**config.mk**
```make
export PLATFORM = sky130hd
export DESIGN_NAME = ssd_socket_bank_pager_flat
export DESIGN_NICKNAME = d
export VERILOG_FILES = /design/src/hw/ssd_pager_pkg.sv /design/src/hw/ssd_link_if.sv /design/src/hw/ssd_socket_bank_pager.sv /design/src/flat_wrapper.sv
export SDC_FILE = /design/constraint.sdc
export NUM_CORES = 1
export LEC_CHECK = 0
export ABC_CLOCK_PERIOD_IN_PS = 2600
export BUFFER_PORTS_ARGS = -buffer_cell sky130_fd_sc_hd__buf_4
export CAP_MARGIN = 20
export CORE_MARGIN = 2
export CORE_UTILIZATION = 50
export CTS_CLUSTER_DIAMETER = 150
export CTS_CLUSTER_SIZE = 12
export DETAILED_ROUTE_END_ITERATION = 10
export MAX_ROUTING_LAYER = met4
export PLACE_DENSITY = 0.91
export SYNTH_ARGS = -nofsm -noshare
export SYNTH_HDL_FRONTEND = slang
export SYNTH_SLANG_ARGS = --single-unit
```
**constraint.sdc**
```tcl
create_clock -name pclk -period 2.6 [get_ports pclk]
set_clock_uncertainty 0.15 [all_clocks]
set_input_delay 0.26 -clock pclk [delete_from_list [all_inputs] [get_ports pclk]]
set_output_delay 0.26 -clock pclk [all_outputs]
set_load 0.01 [all_outputs]
```
**src/hw/ssd_pager_pkg.sv**
```systemverilog
// Shared constants, types and helpers for the socket bank pager and its host end
package ssd_pager_pkg;

   ////////////////////////////////////////////////////////////////////////////
   // Widths
   localparam int ADDR_W  = 20;                    // Host memory / I/O address
   localparam int BANK_W  = 7;                     // Bank field width
   localparam int OFS_W   = 13;                    // Offset inside one 8 KB bank
   localparam int NUM_SOCK = 3;

   ////////////////////////////////////////////////////////////////////////////
   // Paging register map and layout
   localparam logic [15:0] BANK_REG_OFS = 16'h0000;
   localparam logic [15:0] SOCK_REG_OFS = 16'h0002;
   localparam int          WP_BIT       = 7;
   localparam int          SOCK_LSB     = 2;
   localparam logic [3:0]  SOCK_FIXED   = 4'h1;
   localparam logic [7:0]  BANK_RST     = 8'h00;
   localparam logic [1:0]  SOCK_RST     = 2'h0;
   localparam logic [7:0]  FLOAT_BYTE   = 8'hFF;   // Undriven bus reads high

   // Switch-selected I/O base for the paging registers
   function automatic logic [15:0] io_base_of(input logic [1:0] sw);
      unique case (sw)
         2'h0: io_base_of = 16'h0210;
         2'h1: io_base_of = 16'h0250;
         2'h2: io_base_of = 16'h0290;
         2'h3: io_base_of = 16'h0390;
      endcase
   endfunction : io_base_of

   // Switch-selected window, given as host address bits 19:13
   function automatic logic [6:0] win_base_of(input logic [1:0] sw);
      unique case (sw)
         2'h0: win_base_of = 7'h64;
         2'h1: win_base_of = 7'h68;
         2'h2: win_base_of = 7'h6C;
         2'h3: win_base_of = 7'h70;
      endcase
   endfunction : win_base_of

   ////////////////////////////////////////////////////////////////////////////
   // Link operations and fitted chip kinds
   typedef enum logic [1:0] {
      OP_IO_WR  = 2'h0,
      OP_IO_RD  = 2'h1,
      OP_MEM_WR = 2'h2,
      OP_MEM_RD = 2'h3
   } bus_op_type;

   typedef enum logic [2:0] {
      CHIP_ROM64  = 3'h0,
      CHIP_ROM128 = 3'h1,
      CHIP_ROM256 = 3'h2,
      CHIP_ROM512 = 3'h3,
      CHIP_ROM1M  = 3'h4,
      CHIP_RAM128 = 3'h5,
      CHIP_RAM512 = 3'h6
   } chip_type;

   // Places a bank number into the bank field for the fitted chip kind
   function automatic logic [6:0] compose_bank(input logic [2:0] chip, input logic [6:0] bank);
      unique case (chip)
         CHIP_ROM64:  compose_bank = {4'h2, bank[2:0]};
         CHIP_ROM128: compose_bank = {3'h0, bank[3:0]};
         CHIP_ROM256: compose_bank = {1'b0, bank[4], 1'b1, bank[3:0]};
         CHIP_ROM512: compose_bank = {1'b0, bank[4], bank[5], bank[3:0]};
         CHIP_ROM1M:  compose_bank = {bank[6], bank[4], bank[5], bank[3:0]};
         CHIP_RAM128: compose_bank = {3'h2, bank[3:0]};
         CHIP_RAM512: compose_bank = {1'b0, bank[5:0]};
         default:     compose_bank = 7'h00;
      endcase
   endfunction : compose_bank

   ////////////////////////////////////////////////////////////////////////////
   // Host command registers on APB
   localparam int          APB_AW      = 12;
   localparam logic [11:0] HR_ADDR     = 12'h000;
   localparam logic [11:0] HR_WDATA    = 12'h004;
   localparam logic [11:0] HR_CTRL     = 12'h008;
   localparam logic [11:0] HR_STAT     = 12'h00C;
   localparam logic [11:0] HR_PAGE     = 12'h010;
   localparam logic [11:0] HR_BASE     = 12'h014;
   localparam int          CTRL_GO     = 4;
   localparam int          STAT_BUSY   = 0;
   localparam int          STAT_RD_LSB = 8;
   localparam int          PAGE_BANK_LSB = 8;
   localparam int          PAGE_WP     = 15;
   localparam logic [15:0] HOST_BASE_RST = 16'h0210;

endpackage : ssd_pager_pkg

```
**src/hw/ssd_link_if.sv**
```systemverilog
// Host I/O and memory bus between the host end and the socket bank pager
`timescale 1ns/1ns
`default_nettype none
interface ssd_link_if;
   logic        io_wr;    // I/O write strobe
   logic        io_rd;    // I/O read strobe
   logic        mem_wr;   // Memory write strobe
   logic        mem_rd;   // Memory read strobe
   logic [19:0] addr;     // Address, I/O uses bits 15:0
   logic [7:0]  wdata;    // Write data
   logic        ack;      // Cycle done pulse
   logic [7:0]  rdata;    // Read data, valid with ack

   modport dev  (input io_wr, io_rd, mem_wr, mem_rd, addr, wdata, output ack, rdata);
   modport host (output io_wr, io_rd, mem_wr, mem_rd, addr, wdata, input ack, rdata);
endinterface : ssd_link_if
`default_nettype wire

```
**src/hw/ssd_socket_bank_pager.sv**
```systemverilog
// Device end: paging registers and socket access through the 8 KB window
//
// Design decision made in the host end: the APB register port.
`timescale 1ns/1ns
`default_nettype none

//
// Contract
// RL1: Memory seen as 8 KB banks, one visible.
// RL2: Bank numbers start at zero per socket.
// RL3: Switches pick the paging register I/O base.
// RL4: Switches pick the memory window location.
// RL5: Bank register base+0, socket register base+2.
// RL6: Bank register bit 7 enables write protect.
// RL7: Bank register bits 6:0 form bank field.
// RL8: Socket register: 0001, socket code, ignored bits.
// RL9: Software composes small EPROM bank fields.
// RL10: Large EPROM fields use scrambled bank bits.
// RL11: SRAM bank fields have their own layouts.
// RL12: Software sizes bank number to chip.
// RL13: Window cycles reach socket; protect blocks writes.
module ssd_socket_bank_pager (
   input  wire logic        pclk,                 // Bus clock
   input  wire logic        presetn,              // Async reset, active low
   ssd_link_if.dev          link,                 // Host bus
   input  wire logic [1:0]  io_base_switches,     // I/O base select
   input  wire logic [1:0]  window_base_switches, // Window select
   output logic      [19:0] sock_addr,            // Socket address
   output logic      [2:0]  sock_ce,              // Socket enables, one hot
   output logic             sock_oe,              // Socket read enable
   output logic             sock_we,              // Socket write enable
   output logic      [7:0]  sock_wdata,           // Socket write data
   input  wire logic [7:0]  sock_rdata,           // Socket read data
   output logic             write_protect_on,     // Protect state
   output logic      [1:0]  socket_code           // Selected socket
);
   import ssd_pager_pkg::*;

   typedef enum logic [1:0] {
      ST_IDLE   = 2'b01,
      ST_ACCESS = 2'b10
   } pager_state_type;

   ////////////////////////////////////////////////////////////////////////////
   // Decode

   pager_state_type state_r;
   logic [7:0]      bank_page_select_r;
   logic [1:0]      socket_code_r;
   bus_op_type      op_r;
   logic            hit_bank_r;
   logic            hit_sock_r;
   logic            hit_mem_r;
   logic            ack_r;
   logic [7:0]      rdata_r;

   logic            req;
   bus_op_type      op_nxt;
   logic [15:0]     io_base;
   logic            io_space;
   logic            hit_bank;
   logic            hit_sock;
   logic            hit_mem;
   logic            is_io;
   logic [6:0]      bank_field;
   logic            socket_code_hi;
   logic            socket_code_lo;

   assign bank_field     = bank_page_select_r[BANK_W-1:0];   // RL7
   assign socket_code_hi = socket_code_r[1];
   assign socket_code_lo = socket_code_r[0];

   assign req      = link.io_wr | link.io_rd | link.mem_wr | link.mem_rd;
   assign io_base  = io_base_of(io_base_switches);                 // RL3
   assign io_space = (link.addr[ADDR_W-1:16] == 4'h0);
   assign hit_bank = io_space && (link.addr[15:0] == io_base + BANK_REG_OFS);  // RL5
   assign hit_sock = io_space && (link.addr[15:0] == io_base + SOCK_REG_OFS);  // RL5
   // No socket selected means the window is not claimed at all
   assign hit_mem  = (link.addr[ADDR_W-1:OFS_W] == win_base_of(window_base_switches))
                     && (socket_code_hi | socket_code_lo);          // RL4 RL13
   assign is_io    = (op_nxt == OP_IO_WR) || (op_nxt == OP_IO_RD);

   // Two strobes at once are illegal; the fixed priority only keeps it defined
   always_comb begin
      if (link.io_wr) begin
         op_nxt = OP_IO_WR;
      end else if (link.io_rd) begin
         op_nxt = OP_IO_RD;
      end else if (link.mem_wr) begin
         op_nxt = OP_MEM_WR;
      end else begin
         op_nxt = OP_MEM_RD;
      end
   end

   ////////////////////////////////////////////////////////////////////////////
   // Sequencing: one access cycle, then the answer

   always_ff @(posedge pclk or negedge presetn) begin
      if (!presetn) begin
         state_r <= ST_IDLE;
      end else begin
         unique case (state_r)
            ST_IDLE: begin
               if (req) begin
                  state_r <= ST_ACCESS;
               end
            end
            ST_ACCESS: begin
               state_r <= ST_IDLE;
            end
         endcase
      end
   end

   always_ff @(posedge pclk or negedge presetn) begin
      if (!presetn) begin
         op_r       <= OP_IO_WR;
         hit_bank_r <= 1'b0;
         hit_sock_r <= 1'b0;
         hit_mem_r  <= 1'b0;
      end else if (state_r == ST_IDLE && req) begin
         op_r       <= op_nxt;
         hit_bank_r <= is_io && hit_bank;
         hit_sock_r <= is_io && hit_sock;
         hit_mem_r  <= !is_io && hit_mem;
      end
   end

   ////////////////////////////////////////////////////////////////////////////
   // Paging registers

   always_ff @(posedge pclk or negedge presetn) begin
      if (!presetn) begin
         bank_page_select_r <= BANK_RST;
      end else if (state_r == ST_IDLE && op_nxt == OP_IO_WR && link.io_wr && hit_bank) begin
         bank_page_select_r <= link.wdata;                         // RL6 RL7
      end
   end

   // Upper bits are fixed and the two low bits are don't care
   always_ff @(posedge pclk or negedge presetn) begin
      if (!presetn) begin
         socket_code_r <= SOCK_RST;
      end else if (state_r == ST_IDLE && op_nxt == OP_IO_WR && link.io_wr && hit_sock) begin
         socket_code_r <= link.wdata[SOCK_LSB+1:SOCK_LSB];         // RL8
      end
   end

   assign write_protect_on = bank_page_select_r[WP_BIT];
   assign socket_code      = socket_code_r;

   ////////////////////////////////////////////////////////////////////////////
   // Socket side: strobes during the access cycle only, address and write data held after

   always_ff @(posedge pclk or negedge presetn) begin
      if (!presetn) begin
         sock_addr  <= 20'h00000;
         sock_wdata <= 8'h00;
         sock_oe    <= 1'b0;
         sock_we    <= 1'b0;
      end else if (state_r == ST_IDLE && req && !is_io && hit_mem) begin
         // Bank field drives the chip lines above the 8 KB offset as is
         sock_addr  <= {bank_field, link.addr[OFS_W-1:0]};        // RL1 RL2 RL10 RL11
         sock_wdata <= link.wdata;
         sock_oe    <= (op_nxt == OP_MEM_RD);
         sock_we    <= (op_nxt == OP_MEM_WR) && !write_protect_on; // RL13
      end else begin
         sock_oe <= 1'b0;
         sock_we <= 1'b0;
      end
   end

   // One enable per socket, code 1..3 selects socket one..three
   genvar gi;
   generate
      for (gi = 0; gi < NUM_SOCK; gi++) begin : g_sock
         always_ff @(posedge pclk or negedge presetn) begin
            if (!presetn) begin
               sock_ce[gi] <= 1'b0;
            end else begin
               sock_ce[gi] <= (state_r == ST_IDLE) && req && !is_io && hit_mem
                              && (socket_code_r == 2'(gi + 1));  // RL13
            end
         end
      end
   endgenerate

   ////////////////////////////////////////////////////////////////////////////
   // Answer

   always_ff @(posedge pclk or negedge presetn) begin
      if (!presetn) begin
         ack_r <= 1'b0;
      end else begin
         ack_r <= (state_r == ST_ACCESS);
      end
   end

   // Unclaimed reads return the floating bus value so the host never hangs
   always_ff @(posedge pclk or negedge presetn) begin
      if (!presetn) begin
         rdata_r <= 8'h00;
      end else if (state_r == ST_ACCESS) begin
         if (op_r == OP_MEM_RD && hit_mem_r) begin
            rdata_r <= sock_rdata;                                 // RL13
         end else if (op_r == OP_IO_RD && hit_bank_r) begin
            rdata_r <= bank_page_select_r;                         // RL5
         end else if (op_r == OP_IO_RD && hit_sock_r) begin
            rdata_r <= {SOCK_FIXED, socket_code_r, 2'h0};          // RL8
         end else begin
            rdata_r <= FLOAT_BYTE;
         end
      end
   end

   assign link.ack   = ack_r;
   assign link.rdata = rdata_r;

endmodule : ssd_socket_bank_pager
`default_nettype wire

```
**src/flat_wrapper.sv**
```systemverilog
// flat-port wrapper written by rule: the top's interface ports become plain ports
module ssd_socket_bank_pager_flat import ssd_pager_pkg::*;
  (pclk, presetn, io_base_switches, window_base_switches, sock_addr, sock_ce, sock_oe, sock_we, sock_wdata, sock_rdata, write_protect_on, socket_code, link_io_wr, link_io_rd, link_mem_wr, link_mem_rd, link_addr, link_wdata, link_ack, link_rdata);
  ssd_link_if link_i ();
  input  wire logic pclk;
  input  wire logic presetn;
  input  wire logic [1:0] io_base_switches;
  input  wire logic [1:0] window_base_switches;
  output logic      [19:0] sock_addr;
  output logic      [2:0] sock_ce;
  output logic sock_oe;
  output logic sock_we;
  output logic      [7:0] sock_wdata;
  input  wire logic [7:0] sock_rdata;
  output logic write_protect_on;
  output logic      [1:0] socket_code;
  input wire logic [$bits(link_i.io_wr)-1:0] link_io_wr;
  input wire logic [$bits(link_i.io_rd)-1:0] link_io_rd;
  input wire logic [$bits(link_i.mem_wr)-1:0] link_mem_wr;
  input wire logic [$bits(link_i.mem_rd)-1:0] link_mem_rd;
  input wire logic [$bits(link_i.addr)-1:0] link_addr;
  input wire logic [$bits(link_i.wdata)-1:0] link_wdata;
  output wire logic [$bits(link_i.ack)-1:0] link_ack;
  output wire logic [$bits(link_i.rdata)-1:0] link_rdata;
  assign link_i.io_wr = link_io_wr;
  assign link_i.io_rd = link_io_rd;
  assign link_i.mem_wr = link_mem_wr;
  assign link_i.mem_rd = link_mem_rd;
  assign link_i.addr = link_addr;
  assign link_i.wdata = link_wdata;
  assign link_ack = link_i.ack;
  assign link_rdata = link_i.rdata;
  ssd_socket_bank_pager u_core (.pclk(pclk), .presetn(presetn), .link(link_i), .io_base_switches(io_base_switches), .window_base_switches(window_base_switches), .sock_addr(sock_addr), .sock_ce(sock_ce), .sock_oe(sock_oe), .sock_we(sock_we), .sock_wdata(sock_wdata), .sock_rdata(sock_rdata), .write_protect_on(write_protect_on), .socket_code(socket_code));
endmodule
```
==> impl_metrics.yaml <==
status:
  outcome: "complete, no violations"
grt:
  use_met2_pct: 36.7
  grt_pass1_wl_um: 9660
  overflow: 0
  grt_max_degree: 60
  busiest_layer: "met2"
  grt_usage_pct: 22.0
  grt_util_met3_pct: 6.28
  grt_pass1_vias: 2050
  antenna_found_initial: 0
  met1_usage_pct: 25.6
timing:
  slew_violations: 0
  max_freq_ghz: 0.412
  maxSlewHeadroom_pct: 51.8
  fin_crit_ps: 2420
  fin_crit_sh_pct: 93.3
  rsz0062_at_grt: "false"
  worstMarginPinSlew_ps: 723
  hold_violations: 0
  holdWs_ps: 22.9
  setup_viol: 0
synth:
  synth.cell_area_um2: 2630
  async_flop_share_pct: 100
  synth_warnings: 0
  yosys.area.top_type: "dfrtp_1"
  ys_seq_area_share_pct: 56.1
  synth_fp_nets: 247
  synth.distinct_cells: 33
  synth_area_per_cell_um2: 13.3
  synth_edf_count: 0
  ys_ff_latch: 59
  synth_top_area_share_pct: 55.1
  ys_top_cells_by_area: "dfrtp_1 (55%), mux2_4 (14%), mux2_2 (6.0%)"
  synth-main-ff-cell: "dfrtp_1"
  synthCells: 198
cells_and_area:
  syn_to_final_growth_pct: 35.3
  final_common_cell: "buf_4"
  drive_above_1_share_pct: 49.4
  final_cell_mix: "buf_4 (98), dfrtp_1 (58), mux2_4 (24)"
  nets: 352
  diodes: 0
worst_hold_path:
  min_to: "u_core.sock_wdata[1]"
  min_from: "link_wdata[1]"
  whs_path_depth: 2
  hold_class: "primary input to flop"
pwr:
  peakVddDrop_mv: 0.384
  post-layout-total-power_uw: 1810
  p_int_uw: 1380
  pwr-share-clk_pct: 37.3
  power.density_nw_per_um2: 509
  leakagePower_uw: 0.00192
  switchingPower_uw: 433
  switching_share_pct: 23.9
  p_seq_share_pct: 52.7
  combinationalPowerShare_pct: 10.1
setup_path:
  worstSetupEndpointType: "flop"
  r2r_start: "u_core.socket_code[1]"
  ff2ff_path_depth: 5
  crit_type: "flop to flop"
  critPathLaunchType: "flop"
  r2r_setup_slack_ps: 180
  cp_max_fo: 21
  cp.required_ps: 2660
  worstPathArrival_ps: 2480
  r2r-end: "u_core.sock_addr[16]"
die:
  core-area_um2: 5110
  core.rowCount: 26
  die_w_um: 76.6
  die_h_um: 76.6
  ios: 91
  die-area_um2: 5860
  initial_utilization_pct: 51.5
detailed_routing:
  vias_per_cell: 5.15
  vias: 1947
  drt_iter0_markers: 117
  first_pass_iters: 4
  drc: 0
  final_antenna_net_count: 0
  avgRoutedWirePerCell_um: 15.5
  totalWireLength_um: 5850
placement:
  portBuffers: 90
  gp_congestion: 0.833
  dp_hpwl_um: 4360
clocking:
  cts.path.max_buffers: 2
  clkSinkCount: 59
  clkTransAtPathRegs_ps: 60
  cts_root_buffer: "clkbuf_8"
  clock_latency_ps: 330
  cts_inserted_buffers: 9
  cts_tree: "yes"
  post_cts_resized: 0
  ctsHtreeMaxLevel: 3
  post_cts_buffers: 0
job:
  maxCapViolations: 0
[critical path: stages, from the launching register on]
cell and delay, ps:
dfrtp_1 360, o211ai_1 110, or4_1 410, or4_2 690, buf_4 270, mux2_4 330
[metrics by stage]
step	utilization, %	setup slack, ps	setup TNS (ps)	cell area, um2	cells
finish	69.7	175	0	3560	378
global route	69.7	120	0	3560	378
CTS	69.7	199	0	3560	378
detailed placement	66.3	-80.7	-1420	3390	360
global placement	66.3	-24.2	-310	3390	360
floorplan	-	267	0	2630	198
[worst max-delay path by stage]
stage	start	depth (start not counted)	end	slack [ps]
after global routing	u_core.socket_code[1]	5	u_core.sock_addr[13]	120
final	u_core.socket_code[1]	5	u_core.sock_addr[16]	180
after floorplan	link_io_rd	6	u_core.sock_addr[10]	270
after detailed placement	link_io_rd	6	u_core.sock_wdata[3]	-80
after CTS	u_core.socket_code[1]	5	u_core.sock_addr[16]	200
after global placement	link_io_rd	6	u_core.sock_wdata[4]	-20
[kinds of logic after synthesis]
logic type | after synthesis | synth area share [%]
AO/OA/AOI/OAI | 24 | 5.99
XOR/XNOR | 4 | 1.33
adder cells (fa/ha/maj) | 3 | 1.43
buffers and inverters | 13 | 3.66
flip-flops | 59 | 56.1
multiplexers | 38 | 19.7
AND/OR/NAND/NOR | 57 | 11.8
[layout make-up]
class	instances	area, um2
fill	390	1550
sequential	59	1480
multi-input combinational	126	1060
timing repair buffer	100	756
clock buffer	13	139
tap	70	87.6
inverter	7	26.3
clock inverter	3	15.0
[cell usage after synthesis, types with 2 or more instances]
cell,n
dfrtp_1,58
mux2_4,24
nand2_1,15
mux2_2,14
nor2_1,10
inv_1,7
nor4_1,6
o31ai_1,6
a21oi_1,5
nor3_1,5
nand3_1,4
o21ai_0,4
xnor2_1,4
ha_1,3
nand2b_1,3
nor2b_1,3
or4_1,3
a21o_1,2
buf_12,2
buf_6,2
clkbuf_1,2
nand3b_1,2
nor4bb_1,2
o22ai_1,2
o2bb2ai_1,2
[flip-flops by register name (all words and copies together), names as in the netlist]
register                   count
u_core.hit_mem_r               1
u_core.hit_sock_r              1
u_core.sock_addr              20
u_core.sock_we                 1
u_core.sock_oe                 1
u_core.op_r                    2
u_core.socket_code             2
u_core.sock_wdata              8
u_core.link.ack                1
u_core.bank_page_select_r      8
u_core.link.rdata              8
u_core.sock_ce                 3
u_core.state_r                 2
u_core.hit_bank_r              1
[timing repair]
item                                    4_1_cts  5_1_grt
endpoints found under the setup margin        0        0
hold endpoints to repair                     59        0
hold buffers                                  2        0
[per-layer routing]
| metal | part of all wire, % | wire length [um] |
|---|---|---|
| met5 | 0 | 0 |
| met4 | 0.46 | 27 |
| met3 | 6.6 | 388 |
| met2 | 50 | 2950 |
| met1 | 43 | 2490 |
[power groups by stage]
stage | sequential [uW] | combinational [uW] | clock [uW]
floorplan | 975 | 53.1 | 0
global placement | 970 | 176 | 0
detailed placement | 971 | 182 | 0
CTS | 954 | 185 | 690
global route | 956 | 203 | 737
finish | 954 | 182 | 675
(Power assumes the default switching activity.)
